File: src/sdc_pkg.sv
`default_nettype none
package sdc_pkg;
    // ----------------------------------------------------------------
    // widths, burst length and the A10 bit index
    // ----------------------------------------------------------------
    localparam int DW = 16;
    localparam int BAW = 2;
    localparam int RW = 12;
    localparam int CWD = 8;
    localparam int AW = 12;
    localparam int FW = 4;
    localparam int BEW = DW / 8;
    localparam int BURST = 4;
    localparam int A10 = 10;
    localparam int PIPEW = 8;
    localparam int CNTW = 5;
    localparam int SINW = 6;
    // ----------------------------------------------------------------
    // mode word and latency base
    // ----------------------------------------------------------------
    localparam logic [AW-1:0] MODE_CL3 = 12'h032;
    localparam logic [AW-1:0] MODE_CL2 = 12'h022;
    localparam logic [2:0] CL_BASE = 3'h2;
    // ----------------------------------------------------------------
    // spacing counter indices
    // ----------------------------------------------------------------
    localparam int C_RC = 0;
    localparam int C_RCD = 1;
    localparam int C_RP = 2;
    localparam int C_RAS = 3;
    localparam int C_RRD = 4;
    localparam int C_WR = 5;
    localparam int C_HZP = 6;
    localparam int C_RDRD = 7;
    localparam int C_RDPRE = 8;
    localparam int C_RDWR = 9;
    localparam int C_WRWR = 10;
    localparam int C_WRPRE = 11;
    localparam int C_WRRD = 12;
    localparam int NCNT = 13;
    // ----------------------------------------------------------------
    // checked events
    // ----------------------------------------------------------------
    localparam int E_ACT = 0;
    localparam int E_REF = 1;
    localparam int E_PRE = 2;
    localparam int E_RD = 3;
    localparam int E_WR = 4;
    localparam int NEV = 5;
    // ----------------------------------------------------------------
    // types
    // ----------------------------------------------------------------
    // {cs_b, ras_b, cas_b, we_b}
    typedef enum logic [3:0] {
        CMD_MRS = 4'h0, CMD_REF = 4'h1, CMD_PRE = 4'h2, CMD_ACT = 4'h3,
        CMD_WR = 4'h4, CMD_RD = 4'h5, CMD_NOP = 4'h7, CMD_DSEL = 4'hF
    } sdc_cmd_t;
    typedef enum logic [2:0] {
        S_INIT = 3'h0, S_IPRE = 3'h1, S_MODE = 3'h3, S_IDLE = 3'h2,
        S_ACT = 3'h6, S_COL = 3'h7, S_PRE = 3'h5, S_REF = 3'h4
    } sdc_state_t;
    typedef struct packed {
        logic wr;
        logic [BAW-1:0] bank;
        logic [RW-1:0] row;
        logic [CWD-1:0] col;
        logic [1:0] last;
        logic [BEW-1:0] be;
        logic [BURST-1:0][DW-1:0] data;
    } sdc_req_t;
    typedef struct packed {
        logic casLatencySelect;
        logic [FW-1:0] refreshCycleField;
        logic [FW-1:0] rowToColumnField;
        logic [FW-1:0] prechargeTimeField;
        logic [FW-1:0] rowActiveMinField;
        logic [FW-1:0] bankToBankField;
        logic [FW-1:0] writeRecoveryField;
        logic [FW-1:0] prechargeFloatField;
        logic [FW-1:0] readReadGap;
        logic [FW-1:0] readPrechargeGap;
        logic [FW-1:0] readWriteGap;
        logic [FW-1:0] maskBeforeWriteGap;
        logic [FW-1:0] writeWriteGap;
        logic [FW-1:0] writePrechargeGap;
        logic [FW-1:0] writeReadGap;
    } sdc_tim_t;
endpackage : sdc_pkg
`default_nettype wire

File: src/sdc_ctrl.sv
`timescale 1ns/1ps
`default_nettype none
module sdc_ctrl
    import sdc_pkg::*;
#(
    parameter int DEPTH = 2
) (
    input wire logic clock,
    input wire logic rst_b,
    input wire logic memClk,
    input wire sdc_tim_t tim,
    input wire logic refreshReq,
    output logic refreshDone,
    output logic initDone,
    input wire logic reqValid,
    output logic reqReady,
    input wire sdc_req_t req,
    output logic rdValid,
    output logic [DW-1:0] rdData,
    output logic sdCs_b,
    output logic sdRas_b,
    output logic sdCas_b,
    output logic sdWe_b,
    output logic [BAW-1:0] sdBa,
    output logic [AW-1:0] sdAddr,
    output logic [BEW-1:0] sdDqm,
    output logic [DW-1:0] sdDqOut,
    output logic sdDqOe,
    input wire logic [DW-1:0] sdDqIn
);
    localparam int PW = (DEPTH > 1) ? $clog2(DEPTH) : 1;

    // ----------------------------------------------------------------
    // reset release and link sampling
    // ----------------------------------------------------------------
    logic [1:0] rstSync_ff;
    logic rstN;
    logic [2:0] mclk_ff;
    logic [DW-1:0] dq1_ff;
    logic [DW-1:0] dq2_ff;
    logic tick;
    logic fallTick;

    always_ff @(posedge clock or negedge rst_b) begin
        if (!rst_b) rstSync_ff <= 2'h0;
        else rstSync_ff <= {rstSync_ff[0], 1'b1};
    end
    assign rstN = rstSync_ff[1];

    // data is sampled through the same two stages as the clock so both stay aligned
    always_ff @(posedge clock or negedge rstN) begin
        if (!rstN) begin
            mclk_ff <= 3'h0;
            dq1_ff <= '0;
            dq2_ff <= '0;
        end else begin
            mclk_ff <= {mclk_ff[1:0], memClk};
            dq1_ff <= sdDqIn;
            dq2_ff <= dq1_ff;
        end
    end
    assign tick = mclk_ff[1] & ~mclk_ff[2];
    assign fallTick = ~mclk_ff[1] & mclk_ff[2];

    // ----------------------------------------------------------------
    // request buffer
    // ----------------------------------------------------------------
    sdc_req_t fifoMem_ff [DEPTH];
    logic [PW-1:0] wp_ff;
    logic [PW-1:0] rp_ff;
    logic [PW:0] fill_ff;
    logic push;
    logic pop;
    logic headValid;
    sdc_req_t head;

    assign reqReady = (fill_ff != (PW+1)'(DEPTH));
    assign headValid = (fill_ff != '0);
    assign head = fifoMem_ff[rp_ff];
    assign push = reqValid & reqReady;

    always_ff @(posedge clock) begin
        if (push) fifoMem_ff[wp_ff] <= req;
    end

    always_ff @(posedge clock or negedge rstN) begin
        if (!rstN) begin
            wp_ff <= '0;
            rp_ff <= '0;
            fill_ff <= '0;
        end else begin
            if (push) wp_ff <= (wp_ff == PW'(DEPTH - 1)) ? '0 : wp_ff + 1'b1;
            if (pop) rp_ff <= (rp_ff == PW'(DEPTH - 1)) ? '0 : rp_ff + 1'b1;
            if (push && !pop) fill_ff <= fill_ff + 1'b1;
            else if (pop && !push) fill_ff <= fill_ff - 1'b1;
        end
    end

    // ----------------------------------------------------------------
    // spacing counters
    // ----------------------------------------------------------------
    logic [NCNT-1:0] ld;
    logic [NCNT-1:0] z;
    logic [CNTW-1:0] lv [NCNT];
    logic [CNTW-1:0] gap_ff [NCNT];
    sdc_cmd_t cmd;
    logic isAct;
    logic isRd;
    logic isWr;
    logic isPre;
    logic isRef;
    logic isMrs;
    logic [1:0] wrLast_ff;

    assign isAct = tick & (cmd == CMD_ACT);
    assign isRd = tick & (cmd == CMD_RD);
    assign isWr = tick & (cmd == CMD_WR);
    assign isPre = tick & (cmd == CMD_PRE);
    assign isRef = tick & (cmd == CMD_REF);
    assign isMrs = tick & (cmd == CMD_MRS);

    // a counter loaded with N-1 at a command lets the dependent one go N ticks later
    assign lv[C_RC] = {1'b0, tim.refreshCycleField};
    assign lv[C_RCD] = {1'b0, tim.rowToColumnField};
    assign lv[C_RP] = {1'b0, tim.prechargeTimeField};
    assign lv[C_RAS] = {1'b0, tim.rowActiveMinField};
    assign lv[C_RRD] = {1'b0, tim.bankToBankField} + 5'h01;
    assign lv[C_WR] = {3'h0, head.last} + {1'b0, tim.writeRecoveryField};
    assign lv[C_HZP] = {1'b0, tim.prechargeFloatField};
    assign lv[C_RDRD] = {1'b0, tim.readReadGap};
    assign lv[C_RDPRE] = {1'b0, tim.readPrechargeGap};
    assign lv[C_RDWR] = {1'b0, tim.readWriteGap};
    assign lv[C_WRWR] = {1'b0, tim.writeWriteGap};
    assign lv[C_WRPRE] = {1'b0, tim.writePrechargeGap};
    assign lv[C_WRRD] = {1'b0, tim.writeReadGap};

    assign ld[C_RC] = isRef;
    assign ld[C_RCD] = isAct;
    assign ld[C_RP] = isPre | isMrs;
    assign ld[C_RAS] = isAct;
    assign ld[C_RRD] = isAct;
    assign ld[C_WR] = isWr;
    assign ld[C_HZP] = isPre;
    assign ld[C_RDRD] = isRd;
    assign ld[C_RDPRE] = isRd;
    assign ld[C_RDWR] = isRd;
    assign ld[C_WRWR] = isWr;
    assign ld[C_WRPRE] = isWr;
    assign ld[C_WRRD] = isWr;

    for (genvar i = 0; i < NCNT; i++) begin : g_gap
        always_ff @(posedge clock or negedge rstN) begin
            if (!rstN) gap_ff[i] <= '0;
            else if (ld[i]) gap_ff[i] <= lv[i];
            else if (tick && gap_ff[i] != '0) gap_ff[i] <= gap_ff[i] - 1'b1;
        end
        assign z[i] = (gap_ff[i] == '0);
    end

    // ----------------------------------------------------------------
    // page and read pipe state
    // ----------------------------------------------------------------
    sdc_state_t state_ff;
    sdc_state_t nxt_state;
    logic pageV_ff;
    logic [BAW-1:0] curBank_ff;
    logic [RW-1:0] curRow_ff;
    logic pall_ff;
    logic [PIPEW-1:0] rdPipe_ff;
    logic [SINW-1:0] maskCnt_ff;
    logic [1:0] beat_ff;
    logic wrAct_ff;
    logic wrBusy;
    logic hit;
    logic maskHold;
    logic maskOk;
    logic preOk;
    logic colOk;
    logic [2:0] clCyc;
    logic [PIPEW-1:0] want;

    // single open page; it closes only on a miss or a refresh
    assign hit = pageV_ff & (head.bank == curBank_ff) & (head.row == curRow_ff);
    assign clCyc = CL_BASE + {2'h0, tim.casLatencySelect};
    assign want = PIPEW'((5'h02 << head.last) - 5'h01);
    assign maskHold = (state_ff == S_COL) & headValid & head.wr & (rdPipe_ff != '0);
    assign maskOk = (rdPipe_ff == '0) | (maskCnt_ff > {2'h0, tim.maskBeforeWriteGap});
    assign preOk = z[C_RAS] & z[C_WR] & z[C_RDPRE] & z[C_WRPRE];
    // a column command may only cut surplus write beats, never one that the write burst still wants
    assign wrBusy = wrAct_ff & (beat_ff <= wrLast_ff);
    assign colOk = z[C_RCD] & ~wrBusy & (head.wr ? (z[C_WRWR] & z[C_RDWR] & z[C_HZP] & maskOk & (rdPipe_ff == '0))
                                                 : (z[C_RDRD] & z[C_WRRD]));
    assign pop = isRd | isWr;

    // ----------------------------------------------------------------
    // command sequencer
    // ----------------------------------------------------------------
    always_comb begin
        nxt_state = state_ff;
        cmd = CMD_NOP;
        case (state_ff)
            S_INIT: nxt_state = S_IPRE;
            S_IPRE: begin
                cmd = CMD_PRE;
                nxt_state = S_MODE;
            end
            S_MODE: if (z[C_RP] && z[C_RC]) begin
                cmd = CMD_MRS;
                nxt_state = S_IDLE;
            end
            S_IDLE: if (refreshReq) begin
                nxt_state = S_PRE;
            end else if (headValid) begin
                nxt_state = hit ? S_COL : (pageV_ff ? S_PRE : S_ACT);
            end
            S_PRE: if (preOk) begin
                cmd = CMD_PRE;
                nxt_state = pall_ff ? S_REF : S_ACT;
            end
            S_REF: if (z[C_RP] && z[C_RC]) begin
                cmd = CMD_REF;
                nxt_state = S_IDLE;
            end
            S_ACT: if (z[C_RP] && z[C_RC] && z[C_RRD]) begin
                cmd = CMD_ACT;
                nxt_state = S_COL;
            end
            S_COL: if (colOk) begin
                cmd = head.wr ? CMD_WR : CMD_RD;
                nxt_state = S_IDLE;
            end
            default: nxt_state = S_INIT;
        endcase
    end

    always_ff @(posedge clock or negedge rstN) begin
        if (!rstN) begin
            state_ff <= S_INIT;
            pall_ff <= 1'b1;
        end else if (tick) begin
            state_ff <= nxt_state;
            if (state_ff == S_IDLE) pall_ff <= refreshReq;
        end
    end

    always_ff @(posedge clock or negedge rstN) begin
        if (!rstN) begin
            pageV_ff <= 1'b0;
            curBank_ff <= '0;
            curRow_ff <= '0;
            initDone <= 1'b0;
        end else begin
            if (isAct) begin
                pageV_ff <= 1'b1;
                curBank_ff <= head.bank;
                curRow_ff <= head.row;
            end else if (isPre) begin
                pageV_ff <= 1'b0;
            end
            if (isMrs) initDone <= 1'b1;
        end
    end

    // ----------------------------------------------------------------
    // command, address and data pins
    // ----------------------------------------------------------------
    logic [AW-1:0] nxt_addr;
    logic [BAW-1:0] nxt_ba;
    logic [3:0] cmd_ff;
    logic [BURST-1:0][DW-1:0] wrBuf_ff;
    logic [BEW-1:0] wrBe_ff;

    always_comb begin
        nxt_addr = '0;
        nxt_ba = curBank_ff;
        case (cmd)
            CMD_ACT: begin
                nxt_addr = head.row;
                nxt_ba = head.bank;
            end
            CMD_RD, CMD_WR: nxt_addr = {{(AW-CWD){1'b0}}, head.col};
            CMD_PRE: nxt_addr[A10] = pall_ff;
            CMD_MRS: nxt_addr = tim.casLatencySelect ? MODE_CL3 : MODE_CL2;
            default: nxt_addr = '0;
        endcase
    end

    always_ff @(posedge clock or negedge rstN) begin
        if (!rstN) begin
            cmd_ff <= CMD_DSEL;
            sdBa <= '0;
            sdAddr <= '0;
        end else if (tick) begin
            cmd_ff <= cmd;
            sdBa <= nxt_ba;
            sdAddr <= nxt_addr;
        end
    end
    assign {sdCs_b, sdRas_b, sdCas_b, sdWe_b} = cmd_ff;

    // a write burst drives data up to beat wrLast_ff and masks the rest through beat three, unless another column command cuts it
    always_ff @(posedge clock or negedge rstN) begin
        if (!rstN) begin
            sdDqOut <= '0;
            sdDqOe <= 1'b0;
            sdDqm <= '0;
            wrBuf_ff <= '0;
            wrBe_ff <= '0;
            wrLast_ff <= 2'h0;
            beat_ff <= 2'h0;
            wrAct_ff <= 1'b0;
        end else if (isWr) begin
            sdDqOut <= head.data[0];
            sdDqOe <= 1'b1;
            sdDqm <= ~head.be;
            wrBuf_ff <= head.data;
            wrBe_ff <= head.be;
            wrLast_ff <= head.last;
            beat_ff <= 2'h1;
            wrAct_ff <= 1'b1;
        end else if (isRd) begin
            sdDqOe <= 1'b0;
            sdDqm <= '0;
            wrAct_ff <= 1'b0;
        end else if (tick && wrAct_ff) begin
            sdDqOut <= wrBuf_ff[beat_ff];
            sdDqOe <= (beat_ff <= wrLast_ff);
            sdDqm <= (beat_ff <= wrLast_ff) ? ~wrBe_ff : {BEW{1'b1}};
            beat_ff <= beat_ff + 2'h1;
            wrAct_ff <= (beat_ff != 2'h3);
        end else if (tick) begin
            sdDqOe <= 1'b0;
            sdDqm <= maskHold ? {BEW{1'b1}} : '0;
        end
    end

    // ----------------------------------------------------------------
    // read return
    // ----------------------------------------------------------------
    // beats are caught on the falling edge, half a period after the memory launched them
    always_ff @(posedge clock or negedge rstN) begin
        if (!rstN) begin
            rdPipe_ff <= '0;
            maskCnt_ff <= '0;
            rdValid <= 1'b0;
            rdData <= '0;
        end else begin
            if (isWr) rdPipe_ff <= '0;
            else if (isRd) rdPipe_ff <= (want << clCyc) | ((rdPipe_ff >> 1) & ~({PIPEW{1'b1}} << clCyc));
            else if (tick) rdPipe_ff <= rdPipe_ff >> 1;
            if (tick) maskCnt_ff <= maskHold ? maskCnt_ff + ((&maskCnt_ff) ? 6'h00 : 6'h01) : 6'h00;
            rdValid <= fallTick & rdPipe_ff[0];
            if (fallTick && rdPipe_ff[0]) rdData <= dq2_ff;
        end
    end

    assign refreshDone = isRef;

    // ----------------------------------------------------------------
    // checks
    // ----------------------------------------------------------------
    logic [SINW-1:0] since_ff [NEV];
    logic [NEV-1:0] ev;
    logic lastPall_ff;

    assign ev = {isWr, isRd, isPre, isRef, isAct};
    for (genvar e = 0; e < NEV; e++) begin : g_since
        always_ff @(posedge clock or negedge rstN) begin
            if (!rstN) since_ff[e] <= 6'h3F;
            else if (ev[e]) since_ff[e] <= 6'h01;
            else if (tick && since_ff[e] != 6'h3F) since_ff[e] <= since_ff[e] + 6'h01;
        end
    end

    always_ff @(posedge clock or negedge rstN) begin
        if (!rstN) lastPall_ff <= 1'b0;
        else if (tick && cmd != CMD_NOP) lastPall_ff <= (cmd == CMD_PRE) & pall_ff;
    end
endmodule : sdc_ctrl
`default_nettype wire

File: config.mk
export PLATFORM = sky130hd
export DESIGN_NAME = sdc_ctrl
export DESIGN_NICKNAME = d
export VERILOG_FILES = /design/src/sdc_pkg.sv /design/src/sdc_ctrl.sv
export SDC_FILE = /design/constraint.sdc
export NUM_CORES = 1
export LEC_CHECK = 0
export ABC_AREA = 1
export BUFFER_PORTS_ARGS = -buffer_cell sky130_fd_sc_hd__buf_2
export CAP_MARGIN = 20
export CORE_AREA = 5 5 175 219
export CTS_CLUSTER_DIAMETER = 80
export DETAILED_ROUTE_END_ITERATION = 7
export DIE_AREA = 0 0 180 224
export MAX_ROUTING_LAYER = met4
export PLACE_DENSITY = 0.76
export SLEW_MARGIN = 15
export SYNTH_ARGS = -nofsm -noshare
export SYNTH_HDL_FRONTEND = slang
export SYNTH_SLANG_ARGS = --single-unit
File: constraint.sdc
create_clock -name clock -period 8 [get_ports clock]
set_clock_uncertainty 0.15 [all_clocks]
set_input_delay 0.8 -clock clock [delete_from_list [all_inputs] [get_ports clock]]
set_output_delay 0.8 -clock clock [all_outputs]
set_load 0.05 [all_outputs]
# Word-level counts from Yosys, hierarchy flattened

Memories as Yosys holds them, arrays and structs flattened.
Cells that the tools add are included.

Register bits after elaboration: 265
Bits in writable memories: 182
Output and inout port bits: 57
Word-level logic and storage cells: 293
Memories: 1

Memory list:

| name       | depth | width | rd ports | clocked after memory_dff | wr ports | line           | RTL |
|---|---|---|---|---|---|---|---|
| fifoMem_ff | 2     | 91    | 1        | 0                        | 1        | sdc_ctrl.sv:68 | `sdc_req_t fifoMem_ff [DEPTH];` |

Add/sub/neg operators: 23
Magnitude comparators: 3
Eq/ne operators: 22
Shift-type cells: 3
Mux-type cells: 83
Bitwise logic cells: 37
Reduce and logical (&&, ||, !) cells: 77

Operator list:

| kind                | number |
|---|---|
| $mux 5              | 27 |
| $logic_not 5->1     | 13 |
| $reduce_bool 5->1   | 13 |
| $sub 5x1->5 const B | 13 |
| $mux 16             | 4 |
| $reduce_bool 2->1   | 17 |
| $bmux 16 s2         | 1 |
| $mux 2              | 16 |
| $mux 3              | 10 |
| $pmux 10 s3         | 1 |
| $and 1x1->1         | 26 |
| $mux 8              | 3 |
| $pmux 3 s7          | 1 |
| $logic_and 1x1->1   | 19 |
| $pmux 3 s6          | 1 |
| $mux 1              | 16 |
| $eq 12x12->1        | 1 |
| $eq 3x3->1 const B  | 4 |
| $reduce_and 6->1    | 2 |
| $ne 2x2->1 const B  | 5 |
| $and 7x8->8         | 1 |
| $eq 4x2->1 const B  | 2 |
| $eq 4x3->1 const B  | 2 |
| $logic_not 8->1     | 1 |
| other kinds (36)    | 49 |

# Depth between registers and ports, before layout

Gate-level depths: netlist of the first run.

Word-level depth: 15
Mapped depth: 21

# Worst setup path before layout of the first run

Ideal clock, no wire load.

Kind: register to register
From: register fill_ff[0]
To: memory fifoMem_ff[1][0] in the netlist's numbering (enable)
Setup time: 0.543 ns
Arrival time: 4.782 ns
Data required time: 7.307 ns
Path slack: 2.525 ns
Stages on the path, launching flop included: 5
Buffers on the path: 0
Period minus slack after synthesis: 5.475 ns
Cells stage by stage: dfrtp_1 inv_1 nand2_1 nand2_1 nor2_1

Cells in the longest elaborated chain, start to end: 4

RTL lines:

| item                         | line           | RTL |
|---|---|---|
| start, declared              | sdc_ctrl.sv:71 | `logic [PW:0] fill_ff;` |
| start signal, assigned       | sdc_ctrl.sv:94 | `if (push && !pop) fill_ff <= fill_ff + 1'b1;` |
| start signal, assigned       | sdc_ctrl.sv:95 | `else if (pop && !push) fill_ff <= fill_ff - 1'b1;` |
| $ne 2x2->1                   | sdc_ctrl.sv:77 | `assign reqReady = (fill_ff != (PW+1)'(DEPTH));` |
| named net reqReady           | sdc_ctrl.sv:16 | `output logic reqReady,` |
| $and 1x1->1                  | sdc_ctrl.sv:80 | `assign push = reqValid & reqReady;` |
| $mux 1                       | sdc_ctrl.sv:83 | `if (push) fifoMem_ff[wp_ff] <= req;` |
| $mux 1 (implied by the code) | sdc_ctrl.sv:83 |  |
| end, declared                | sdc_ctrl.sv:68 |  |

The timed path passes the listed nets, and every way through them passes these cells.

# Worst setup path in the final report of the first run

From: register rp_ff
To: output port refreshDone

Cells in the longest elaborated chain, start to end: 7
Elaborated cells on any way between the ends: 8
Classes of those cells: eq/ne (1); mux (4); bitwise (2); memory (1)

RTL lines:

| item                   | line            | RTL |
|---|---|---|
| start, declared        | sdc_ctrl.sv:70  | `logic [PW-1:0] rp_ff;` |
| start signal, assigned | sdc_ctrl.sv:93  | `if (pop) rp_ff <= (rp_ff == PW'(DEPTH - 1)) ? '0 : rp_ff + 1'b1;` |
| $mem_v2 2x91 *         | n/a             |  |
| $mux 1                 | sdc_ctrl.sv:191 | `assign colOk = z[C_RCD] & ~wrBusy & (head.wr ? (z[C_WRWR] & z[C_RDWR] & z[C_HZP] & maskOk & (rdPipe_ff == '0))` |
| $and 1x1->1            | sdc_ctrl.sv:191 |  |
| $mux 2 *               | sdc_ctrl.sv:228 | `S_COL: if (colOk) begin` |
| $pmux 3 s6 *           | sdc_ctrl.sv:201 | `case (state_ff)` |
| $eq 4x1->1 *           | sdc_ctrl.sv:119 | `assign isRef = tick & (cmd == CMD_REF);` |
| $and 1x1->1 *          | sdc_ctrl.sv:119 |  |
| end, declared          | sdc_ctrl.sv:13  | `output logic refreshDone,` |

Every way passes the cells marked *; elsewhere a longest branch is shown, timed or not.

==> summary.txt, run 1 <==
========================================================================================
Outcome                                                                     complete, no violations
Placer congestion estimate                                                         0.855
First-pass GRT wire length                                                  68700 microns
Maximum achievable frequency                                                     214 MHz
Required time worst endpoint                                                     7050 ps
CTS tree                                                                            done
Setup TNS                                                                           0 ps
Cells traversed along the worst timing path                                 inv_2 -> nand2_1 -> nand2_1 -> nor2_1 -> nor2_1 -> nand2_1 -> nand2_2 -> nand3_2 -> nor2_2 -> nand2_1 -> inv_1 -> buf_2
Maximum net fanout on the critical path                                               42
Buffers on Ports                                                                     221
Synthesis Warnings                                                                     0
Remaining max-slew budget at the tightest pin                                      34.5%
Top delay family on crit path                                               simple AND/OR/NAND/NOR gates
H-tree levels                                                                          2
Die width                                                                    180 microns
Antenna Nets Post-Route                                                                0
Fraction of layout instances using a drive strength above 1                        16.6%
Reported net switching power                                                     3.36 mW
Capturing element type of the critical path                                   output pin
Sequential fraction of the synthesis area                                          63.8%
Portion of the clock cycle consumed by the worst path in the final layout          58.4%
Clock buffers created by TritonCTS                                                    45
Distinct cell type count of the synthesized netlist                                   46
Classification of the worst setup path                                      flip-flop to output pin
Synthesis-to-layout area growth                                                    16.8%
Final routed wire length divided by cell count                              16.6 microns
GRT Resource Usage Total                                                           21.8%
Congestion Overflow GR                                                                 0
Register share of total power                                                      40.8%
Shortest clock period the worst path allows after layout                         4670 ps
Register-to-register path setup slack                                            3350 ps
Cell with the most instances on the worst path                                   nand2_1
Max-cap violations                                                                     0
Hold violation total from the final report                                             0
Netlist area before placement                                               0.0187 sq mm
Final net count                                                                     2254
Largest net degree at the start of global routing                                     92
Final wirelength                                                            42800 microns
CP max stage delay                                                                710 ps
Clk pwr share                                                                      25.1%
Count of buffering cells on the critical path with inverters included                  3
Unrepaired setup endpoints after global routing                                    false
Number of buffers on the longest clock path                                            3
Total power consumption of the routed design                                     8.79 mW
Worst-margin pin slew                                                             983 ps
Final routed DRC violation total                                                       0
Power density normalized to cell area                                        402 mW/mm^2
FF+latch count, synth                                                                441
Maximum ir drop on the vdd rail                                                 0.303 mV
Boundary Pins                                                                        226
Die boundary height                                                          224 microns
Setup violators final                                                                  0
Number of antenna violations at the first check in global routing                      6
Core outline area                                                           0.0360 sq mm
Post-detailed-route via-to-cell ratio                                               5.19
Vias after detailed routing                                                        13400
Cell at the slowest stage of the critical path                                     inv_2
Clock-pin slew of the registers on the worst-case setup and hold paths             60 ps
Sinks on the clock net                                                               441
Via count of the first global-routing pass                                         13600
CTS Root Cell                                                                  clkbuf_16
Switch share                                                                       38.2%
First-pass detailed-route iteration total                                              6
Number of gates resized after cts                                                      0
Internal power summed over all cells                                             5.43 mW
Fraction of power consumed by combinational cells                                  34.1%
Hold crit path type                                                         flip-flop to flip-flop
Post-synthesis instance total                                                       1835
Static leakage                                                                   10.4 nW
Iter 0 DRT Violations                                                                882
Detailed placer's ending HPWL                                               29100 microns
Starting density of the core                                                       52.0%
Startpoint types                                                               flip-flop
Total number of placement rows                                                        78
Syn Nets                                                                            2034
Clock latency reported for the late side of the worst-skew pair                   550 ps
Total count of max-transition violations in the final report                           0
Die area                                                                    0.0403 sq mm
Mean instance size in the synthesized netlist                                 10.2 sq um
Signal arrival time at the worst endpoint                                        3720 ps
========================================================================================
==> cell usage in the layout, fill, tap and decap left out, types with 12 or more instances in the layout <==
master	instances
buf_4	13
edfxtp_1	182
clkbuf_16	47
buf_2	221
o21ai_0	87
xnor2_1	15
nand2_1	561
o21ai_1	60
nand3_1	99
inv_1	145
mux2i_1	48
dfrtp_1	252
ha_1	29
o22ai_1	22
xor2_1	37
nor2_1	144
a21oi_1	12
==> logic make-up after synthesis <==
logic type	Yosys count	share of synthesized area [%]
other	1	0.0200
muxes	48	2.57
AOI/OAI and AO/OA	196	5.68
buffers and inverters	215	4.78
and+or+nand+nor	852	18.7
xor gates and xnor gates	52	2.43
DFF	441	63.8
adders and majority gates	30	2.04
==> synth_stat cells, drive strengths merged <==
cell type,count,area share (%)
o211ai,4,0.16
nand2,567,12
or2,1,0.033
nor4,5,0.17
a22oi,2,0.13
mux2i,48,2.6
nand4,9,0.30
ha,29,1.9
conb,1,0.020
dfrtp,254,34
xnor2,15,0.70
inv,150,3.0
clkinv,2,0.047
buf,35,1.2
fa,1,0.11
xor2,37,1.7
nor2,155,3.4
nor3,10,0.29
a21oi,13,0.37
nand3,102,2.8
edfxtp,182,29
nand3b,2,0.080
clkbuf,28,0.56
dfstp,5,0.70
o21ai,148,4.0
o22ai,22,0.73
a211oi,1,0.040
and2,1,0.033
a31oi,2,0.067
o21a,2,0.080
o21bai,2,0.080
==> registers in the layout, indices dropped and copies added, names as in the netlist, 3 cells and up <==
name / count
fifoMem_ff: 182
gap_ff: 65
wrBuf_ff: 64
dq1_ff: 16
dq2_ff: 16
rdData: 16
sdDqOut: 16
curRow_ff: 12
sdAddr: 12
rdPipe_ff: 8
cmd_ff: 4
mclk_ff: 3
state_ff: 3
==> power groups by stage <==
stage	clock, mW	combinational [mW]	sequential [mW]
CTS	2.25	3.02	3.58
global placement	0	2.89	3.59
global route	2.36	3.35	3.67
floorplan	0	1.88	3.92
detailed placement	0	3.00	3.61
finish	2.21	2.99	3.58
==> area by class of cell <==
class                   instances  area (sq um)
well taps                     480           601
repair buffers                236          1240
clock inverters                25           329
multi-input cells            1179          5910
fillers                      2881         14100
flip-flops and latches        441         12000
diodes                          6          15.0
inverters                     152           572
clock buffers                  58          1260
==> worst register-to-register path, stage by stage, from the launching register on <==
cell	delay, ps
dfrtp_4	660
inv_2	730
nand2_1	110
nand2_1	190
nor2_1	70
nor2_1	80
nand2_1	90
nand2_2	130
nand3_2	320
nor2_4	520
nand2_4	460
inv_1	760
nand2_1	180
nand3_1	150
==> path summary, 6_finish.rpt <==
kind                               start          end  depth (start not counted)
setup / recovery                   rp_ff  refreshDone                         12
hold / removal                 dq1_ff[8]    dq2_ff[8]                          0
setup reg to reg                   rp_ff   sdDqOut[2]                         13
hold reg to reg                dq1_ff[8]    dq2_ff[8]                          0
max in group asynchronous  rstSync_ff[1]        rp_ff                          1
min in group asynchronous  rstSync_ff[1]    sdAddr[0]                          0
==> metrics by stage <==
step | cells | cell area (sq um) | utilization, % | hold slack [ps] | setup slack [ps]
2_1_floorplan | 1835 | 18700 | - | 181 | 106
3_3_place_gp | 2486 | 20200 | 56.2 | 182 | 3360
3_5_place_dp | 2486 | 20200 | 56.2 | 185 | 3330
4_1_cts | 2570 | 21800 | 60.6 | 171 | 3260
5_1_grt | 2576 | 21900 | 60.8 | 169 | 2920
6_report | 2577 | 21900 | 60.8 | 194 | 3330
==> what timing repair did <==
action,4_1_cts,5_1_grt
buffers inserted,0,0
hold buffers,1,0
hold endpoints to repair,2,0
==> per-layer routing <==
| layer | GRT usage (%) | part of all wire (%) |
|---|---|---|
| met4 | 8.53 | 3.8 |
| met5 | - | 0 |
| met1 | 25.3 | 39 |
| met2 | 37.8 | 51 |
| met3 | 3.88 | 5.6 |
No activity file was read; power rests on OpenSTA's default activity.
==> inputs of run 2 (changes only) <==
--- a/config.mk
+++ b/config.mk
@@ -8,12 +8,12 @@
 export ABC_AREA = 1
 export BUFFER_PORTS_ARGS = -buffer_cell sky130_fd_sc_hd__buf_2
 export CAP_MARGIN = 20
-export CORE_AREA = 5 5 175 219
+export CORE_AREA = 5 5 167 209
 export CTS_CLUSTER_DIAMETER = 80
 export DETAILED_ROUTE_END_ITERATION = 7
-export DIE_AREA = 0 0 180 224
+export DIE_AREA = 0 0 172 214
 export MAX_ROUTING_LAYER = met4
-export PLACE_DENSITY = 0.76
+export PLACE_DENSITY = 0.79
 export SLEW_MARGIN = 15
 export SYNTH_ARGS = -nofsm -noshare
 export SYNTH_HDL_FRONTEND = slang
==> constraint.sdc (replaced) <==
create_clock -name clock -period 4.7 [get_ports clock]
set_clock_uncertainty 0.15 [all_clocks]
set_input_delay 0.47 -clock clock [delete_from_list [all_inputs] [get_ports clock]]
set_output_delay 0.47 -clock clock [all_outputs]
set_load 0.05 [all_outputs]
==> summary.txt, run 2 (synthesized netlist as in run 1, its figures left out) <==
========================================================================================
Outcome                                                                     complete, no violations
CTS Root Cell                                                                  clkbuf_16
Required time worst endpoint                                                     5030 ps   -2020 ps
Capturing element type of the critical path                                    flip-flop
Sinks on the clock net                                                               441   unchanged
Vias after detailed routing                                                        13900   +4.0%
First-pass detailed-route iteration total                                              6   unchanged
Core outline area                                                           0.0326 sq mm   -9.5%
Largest register FFs                                                                 182   unchanged
Final routed wire length divided by cell count                              17.2 microns   +3.3%
Commonest cells after routing, fill and taps aside                          nand2_1, dfrtp_1, buf_2
Register containing the most flip-flops in the final layout                   fifoMem_ff
Classification of the worst setup path                                      flip-flop to flip-flop
Biggest regs                                                                fifoMem_ff: 182 flops, gap_ff: 65 flops, wrBuf_ff: 64 flops
Maximum ir drop on the vdd rail                                                 0.446 mV   +47%
Portion of the clock cycle consumed by the worst path in the final layout          82.3%
Total count of max-transition violations in the final report                           0   unchanged
Remaining max-slew budget at the tightest pin                                      28.7%   -5.7 points
Setup violators final                                                                  0   unchanged
First-pass GRT wire length                                                  72300 microns   +5.1%
Final net count                                                                     2384   +5.8%
Most common library cell in the layout ignoring fill and taps                    nand2_1
Via count of the first global-routing pass                                         14200   +4.4%
Number of buffers on the longest clock path                                            3   unchanged
Clock latency reported for the late side of the worst-skew pair                   540 ps   about the same
Boundary Pins                                                                        226   unchanged
Clk pwr share                                                                      24.9%   -0.2 points
Number of antenna violations at the first check in global routing                      8   +2
Congestion Overflow GR                                                                 0   unchanged
Signal arrival time at the worst endpoint                                        4190 ps   +470 ps
Total power consumption of the routed design                                     15.1 mW   +71%
Post-placement worst setup slack                                                  773 ps   -2550 ps
Die width                                                                    172 microns   -4.4%
Unrepaired setup endpoints after global routing                                    false
Number of gates resized after cts                                                      0   unchanged
Register share of total power                                                      40.0%   -0.8 points
Largest net degree at the start of global routing                                    113   +23%
Internal power summed over all cells                                             9.31 mW   +72%
Antenna Nets Post-Route                                                                0   unchanged
Maximum achievable frequency                                                     259 MHz
Synthesis-to-layout area growth                                                    23.2%
Maximum net fanout on the critical path                                               38   -9.5%
Clock buffers created by TritonCTS                                                    43   -4.4%
Max-cap violations                                                                     0   unchanged
Clock-pin slew of the registers on the worst-case setup and hold paths             70 ps   about the same
Hold violation total from the final report                                             0   unchanged
Startpoint types                                                               flip-flop
Hold crit path type                                                         primary input to flip-flop
Final wirelength                                                            45400 microns   +6.0%
Buffers on Ports                                                                     221   unchanged
CTS tree                                                                            done
Total number of placement rows                                                        74   -5.1%
Reported net switching power                                                     5.75 mW   +71%
Starting density of the core                                                       57.5%   +5.5 points
Die area                                                                    0.0368 sq mm   -8.7%
Switch share                                                                       38.2%   about the same
Worst-margin pin slew                                                            1070 ps   +86.1 ps
Post-detailed-route via-to-cell ratio                                               5.25   +1.3%
Static leakage                                                                   10.9 nW   +5.3%
GRT Resource Usage Total                                                           25.4%   +3.6 points
Worst-case setup margin in the final layout                                       834 ps   -2500 ps
Die boundary height                                                          214 microns   -4.5%
Iter 0 DRT Violations                                                               1206   +37%
Fraction of layout instances using a drive strength above 1                        15.7%   -0.87 points
Final routed DRC violation total                                                       0   unchanged
Detailed placer's ending HPWL                                               28900 microns   -0.63%
H-tree levels                                                                          2   unchanged
Placer congestion estimate                                                         0.871   +1.9%
Power density normalized to cell area                                        653 mW/mm^2   +63%
Setup TNS                                                                           0 ps   unchanged
Shortest clock period the worst path allows after layout                         3870 ps
Fraction of power consumed by combinational cells                                  35.1%   +1.0 points
========================================================================================
==> run 2: changes by cell type in the layout (fill, tap and decap cells not counted), sizes merged <==
| cell | delta |
|---|---|
| dlygate4sd3 | +128 |
| clkinvlp | -4 |
| inv | -2 |
| clkbuf | -2 |
| bufinv | +1 |
| buf | +4 |
| clkinv | +3 |
| diode | +2 |
==> run 2: metal layers <==
metal	GRT usage, %	up-vias	routed length, microns
met4	8.70	0	1430
li1	-	6724	-
met5	-	-	0
met2	44.3	453	24300
met1	29.7	6623	17100
met3	4.20	98	2630
==> run 2: path summary, 6_finish.rpt <==
kind | cells after the start | end | slack (ps) | startpoint
max | 16 | wrBuf_ff[11] | 830 | gap_ff[0]
min | 3 | gap_ff[27] | 20 | tim[26]
max reg2reg | 16 | wrBuf_ff[11] | 830 | gap_ff[0]
min reg2reg | 0 | dq2_ff[6] | 200 | dq1_ff[6]
max in group asynchronous | 1 | gap_ff[5] | 2810 | rstSync_ff[1]
min in group asynchronous | 2 | rstSync_ff[1] | 110 | rst_b
==> run 2: worst max-delay path, stage by stage (launching register included) <==
cell,delay [ps]
dfrtp_1,390
inv_1,100
ha_1,150
inv_1,30
nor2_1,70
nand2_1,100
nor2_1,220
nor2_1,60
nor2_1,80
nand2_1,90
nand2_2,130
nand3_2,310
nor2_4,520
nand2_4,360
inv_1,690
nand2_1,180
nand2_1,140
==> run 2: final cells by class <==
type                       count  area (sq um)
multi-input combinational   1179          5910
sequential                   441         12000
antenna                        8          20.0
timing repair buffer         368          2540
tap                          418           523
inverter                     152           572
clock inverter                23           325
fill                        2323          9520
clock buffer                  56          1220
==> run 2: per-stage QoR <==
| step | util (%) | area [sq um] | hold slack [ps] | cells |
|---|---|---|---|---|
| global route | 70.8 | 23100 | 7.89 | 2645 |
| finish | 70.8 | 23100 | 18.6 | 2645 |
| CTS | 70.7 | 23000 | 0.486 | 2636 |
| global placement | 62.0 | 20200 | 105 | 2429 |
| floorplan | - | 18700 | 24.4 | 1835 |
| detailed placement | 62.0 | 20200 | 106 | 2429 |
==> run 2: power groups by stage <==
stage                     sequential [mW]  combinational, mW  clock [mW]
final                                6.03               5.29        3.75
after global routing                 6.17               5.88        3.97
after CTS                            6.02               5.30        3.78
after detailed placement             6.07               5.18           0
after global placement               6.02               5.02           0
after floorplan                      6.65               3.20           0
==> run 2: timing repair <==
item | in CTS | in global routing
buffers inserted | 0 | 0
hold buffers | 128 | 1
hold endpoints to repair | 220 | 1
==> inputs of run 3 (changes only) <==
--- a/config.mk
+++ b/config.mk
@@ -5,15 +5,15 @@
 export SDC_FILE = /design/constraint.sdc
 export NUM_CORES = 1
 export LEC_CHECK = 0
-export ABC_AREA = 1
+export ABC_AREA = 0
 export BUFFER_PORTS_ARGS = -buffer_cell sky130_fd_sc_hd__buf_2
 export CAP_MARGIN = 20
-export CORE_AREA = 5 5 167 209
+export CORE_AREA = 5 5 174 218
 export CTS_CLUSTER_DIAMETER = 80
 export DETAILED_ROUTE_END_ITERATION = 7
-export DIE_AREA = 0 0 172 214
+export DIE_AREA = 0 0 179 223
 export MAX_ROUTING_LAYER = met4
-export PLACE_DENSITY = 0.79
+export PLACE_DENSITY = 0.76
 export SLEW_MARGIN = 15
 export SYNTH_ARGS = -nofsm -noshare
 export SYNTH_HDL_FRONTEND = slang
==> constraint.sdc (replaced) <==
create_clock -name clock -period 3.46 [get_ports clock]
set_clock_uncertainty 0.15 [all_clocks]
set_input_delay 0.346 -clock clock [delete_from_list [all_inputs] [get_ports clock]]
set_output_delay 0.346 -clock clock [all_outputs]
set_load 0.05 [all_outputs]
==> summary.txt, run 3 <==
========================================================================================
Syn Nets                                                                            1630   -20%
Switch share                                                                       31.8%   -6.4 points
Design Area, Final                                                          0.0235 sq mm   +1.7%
Clock-pin slew of the registers on the worst-case setup and hold paths             60 ps   about the same
Synthesis Warnings                                                                     0   unchanged
Largest register FFs                                                                 182   unchanged
Asr flop ratio synth                                                               58.7%   unchanged
Mux cell area share after synthesis                                                8.09%   +5.5 points
Shortest clock period the worst path allows after layout                         3340 ps   -530 ps
Number of buffers on the longest clock path                                            3   unchanged
Remaining max-slew budget at the tightest pin                                      36.1%   +7.3 points
Setup TNS                                                                           0 ps   unchanged
Unrepaired setup endpoints after global routing                                     true
Sinks on the clock net                                                               441   unchanged
Clk pwr share                                                                      29.6%   +4.7 points
Register-to-register path setup slack                                             120 ps   -710 ps
Commonest cells after routing, fill and taps aside                          dfrtp_1, nand2_1, buf_2
Die area                                                                    0.0399 sq mm   +8.4%
Setup violators final                                                                  0   unchanged
Internal power summed over all cells                                             10.8 mW   +16%
Area fraction of the dominant cell type after synthesis                            34.1%   +0.16 points
Final net count                                                                     2034   -15%
Hold crit path type                                                         primary input to flip-flop
Power density normalized to cell area                                        676 mW/mm^2   +3.5%
Biggest regs                                                                fifoMem_ff: 182 flops, gap_ff: 65 flops, wrBuf_ff: 64 flops
Netlist area before placement                                               0.0186 sq mm   -0.47%
Register containing the most flip-flops in the final layout                   fifoMem_ff
Launch point of the worst reg-to-reg path                                     gap_ff[21]
Final Non-Filler Cells                                                              2357   -11%
Total count of max-transition violations in the final report                           0   unchanged
Boundary Pins                                                                        226   unchanged
Fraction of power consumed by combinational cells                                  23.5%   -12 points
Outcome                                                                     complete, no violations
Most common library cell in the layout ignoring fill and taps                    dfrtp_1
Startpoint types                                                               flip-flop
Die width                                                                    179 microns   +4.1%
Post-Synth XOR/XNOR Area                                                           3.05%   +0.62 points
Mean instance size in the synthesized netlist                                 13.0 sq um   +28%
Most frequent cell after synthesis                                               dfrtp_1
H-tree levels                                                                          2   unchanged
Number of cells traversed by the worst register-to-register path                      10   -6
Buffers on Ports                                                                     221   unchanged
Placer congestion estimate                                                         0.879   +0.92%
Cell types with the largest area share after synthesis                      dfrtp_1, edfxtp_1, nand2_1, mux2i_1, xnor2_1
Number of antenna violations at the first check in global routing                      6   -2
Worst-case setup margin in the final layout                                       124 ps   -710 ps
Largest net degree at the start of global routing                                     95   -16%
Max-cap violations                                                                     0   unchanged
Combinational family with the most area after synthesis                     simple AND/OR/NAND/NOR gates
CP max stage delay                                                                510 ps   -180 ps
Clock latency reported for the late side of the worst-skew pair                   560 ps   +20 ps
Synthesis-to-layout area growth                                                    25.9%
Required time worst endpoint                                                     3720 ps   -1310 ps
Min-Delay Startpoint                                                            reqValid
Post-synthesis instance total                                                       1431   -22%
First-pass GRT wire length                                                  70000 microns   -3.2%
Share of the synthesized area in compound gates (AO/OA/AOI/OAI)                    8.01%   +2.3 points
Antenna Nets Post-Route                                                                0   unchanged
Total number of placement rows                                                        78   +5.4%
Ranking of synthesized cells by instance count                              dfrtp_1, nand2_1, edfxtp_1
Sequential fraction of the synthesis area                                          64.1%   +0.30 points
Adder-Cell Fraction of Synth Area                                                  2.05%   +0.0096 points
Congestion Overflow GR                                                                 0   unchanged
Number of synthesized flops with an enable pin                                       182   unchanged
Core outline area                                                           0.0358 sq mm   +9.9%
Count of placed standard cells including taps                                       2101   -14%
Starting density of the core                                                       52.1%   -5.4 points
Library cell occupying the most area in the post-synthesis netlist               dfrtp_1
Cells traversed along the worst timing path                                 inv_1 -> ha_1 -> nor4b_4 -> a41oi_4 -> a211o_1 -> o21bai_2 -> or3_4 -> buf_12 -> nand2_1 -> o21ai_1
Fill cell instance count of the final layout                                        2560   +10%
Register share of total power                                                      46.8%   +6.8 points
Iter 0 DRT Violations                                                                949   -21%
Die boundary height                                                          223 microns   +4.2%
Vias after detailed routing                                                        12600   -9.6%
Classification of the worst setup path                                      flip-flop to flip-flop
First-pass detailed-route iteration total                                              7   +1
Fraction of layout instances using a drive strength above 1                        24.0%   +8.3 points
Placed Instance Area                                                        0.0203 sq mm   +0.56%
CTS Root Cell                                                                  clkbuf_16
Static leakage                                                                   9.76 nW   -11%
Count of buffering cells on the critical path with inverters included                  2   -1
Final routed wire length divided by cell count                              18.6 microns   +8.4%
Signal arrival time at the worst endpoint                                        3600 ps   -590 ps
Post-detailed-route via-to-cell ratio                                               5.33   +1.4%
Final hold slack                                                                 40.8 ps   +22.1 ps
Capturing element type of the critical path                                    flip-flop
Final wirelength                                                            43900 microns   -3.4%
Maximum achievable frequency                                                     300 MHz   +16%
Ys flop type                                                                     dfrtp_1
Worst-margin pin slew                                                             959 ps   -110 ps
Destination of the worst register-to-register timing path                   wrBuf_ff[53]
Worst Hold Depth                                                                       3   unchanged
Maximum net fanout on the critical path                                               94   +150%
Maximum ir drop on the vdd rail                                                 0.468 mV   +5.1%
Cell at the slowest stage of the critical path                                     or3_4
Top delay family on crit path                                               compound AO/OA/AOI/OAI gates
Portion of the clock cycle consumed by the worst path in the final layout          96.4%   +14 points
Via count of the first global-routing pass                                         13500   -4.9%
FF+latch count, synth                                                                441   unchanged
Reported net switching power                                                     5.05 mW   -12%
Distinct cell type count of the synthesized netlist                                   80   +74%
Hold violation total from the final report                                             0   unchanged
Final routed DRC violation total                                                       0   unchanged
Detailed placer's ending HPWL                                               26900 microns   -7.1%
Hold Path End                                                                      wp_ff
Clock buffers created by TritonCTS                                                    44   +2.3%
CTS tree                                                                            done
Fraction of the mapped netlist area in simple logic gates                          11.7%   -7.0 points
GRT Resource Usage Total                                                           22.7%   -2.7 points
Post-placement worst setup slack                                                 -125 ps   -898 ps
========================================================================================
[run 3: cell count changes after synthesis, sizes merged, moves of 22 or more]
| cell | change |
|---|---|
| nand3 | -85 |
| nand2 | -331 |
| mux2 | +36 |
| inv | -107 |
| nor2 | -88 |
| o21ai | -45 |
| nor2b | +22 |
| xor2 | -25 |
| xnor2 | +38 |
| a21oi | +37 |
| mux2i | +25 |
[run 3: worst max-delay path by stage]
stage	from	to	slack, ps	cells after the start
6_report	gap_ff[21]	wrBuf_ff[53]	120	10
5_1_grt	gap_ff[5]	wrBuf_ff[53]	-20	11
4_1_cts	gap_ff[5]	refreshDone	4	10
3_5_place_dp	wrLast_ff[1]	sdAddr[1]	-120	9
3_3_place_gp	wrLast_ff[1]	sdAddr[1]	-3	9
2_1_floorplan	beat_ff[0]	gap_ff[62]	100	12
[run 3: per-stage QoR]
step                      utilization, %  total power [mW]
final                               65.5              15.9
after global routing                65.5              16.7
after CTS                           65.3              15.9
after detailed placement            56.8              11.0
after global placement              56.8              10.8
after floorplan                        -              9.97
[run 3: repair_timing]
item	4_1_cts	5_1_grt
setup endpoints to repair	98	56
endpoints found under the hold margin	253	0
hold buffers	162	0
buffers inserted	1	5
pin swaps	0	3
gates resized for setup	3	5
[run 3: final cells by class]
type | instances | area [sq um] | share of cell area, %
multi-input cells | 882 | 6210 | 26.4
clock buffers | 53 | 1140 | 4.88
repair buffers | 422 | 3110 | 13.2
diodes | 6 | 15.0 | 0.0640
clock inverters | 29 | 274 | 1.17
flip-flops and latches | 441 | 12000 | 51.0
well taps | 480 | 601 | 2.56
inverters | 44 | 165 | 0.704
[run 3: worst register-to-register path: stages, from the launching register on]
cell and delay [ps]:
dfrtp_1 420, inv_1 120, ha_1 160, nor4b_4 330, a41oi_4 230, a211o_1 360, o21bai_2 380, or3_4 510
buf_12 260, nand2_1 190, o21ai_1 90
[run 3: logic make-up (layout without fill, tap and decap cells)]
logic type,Yosys count,in the layout
DFF,441,441
and+or+nand+nor,432,432
AOI/OAI and AO/OA,229,229
muxes,125,125
buffers and inverters,108,548
xor gates and xnor gates,65,65
adders and majority gates,30,30
other,1,7
[run 3: metal layers]
metal | routed length [microns] | part of all wire [%] | track usage [%]
met3 | 2130 | 4.9 | 3.56
met2 | 22700 | 52 | 38.9
met1 | 17400 | 40 | 27.2
met4 | 1560 | 3.6 | 8.22
met5 | 0 | 0 | -
[run 3: power by group through the flow]
stage               clock (mW)  combinational [mW]  sequential [mW]
floorplan                    0                2.20             7.77
global placement             0                3.36             7.41
detailed placement           0                3.50             7.48
CTS                       4.79                3.69             7.40
global route              5.01                4.11             7.56
finish                    4.70                3.74             7.43
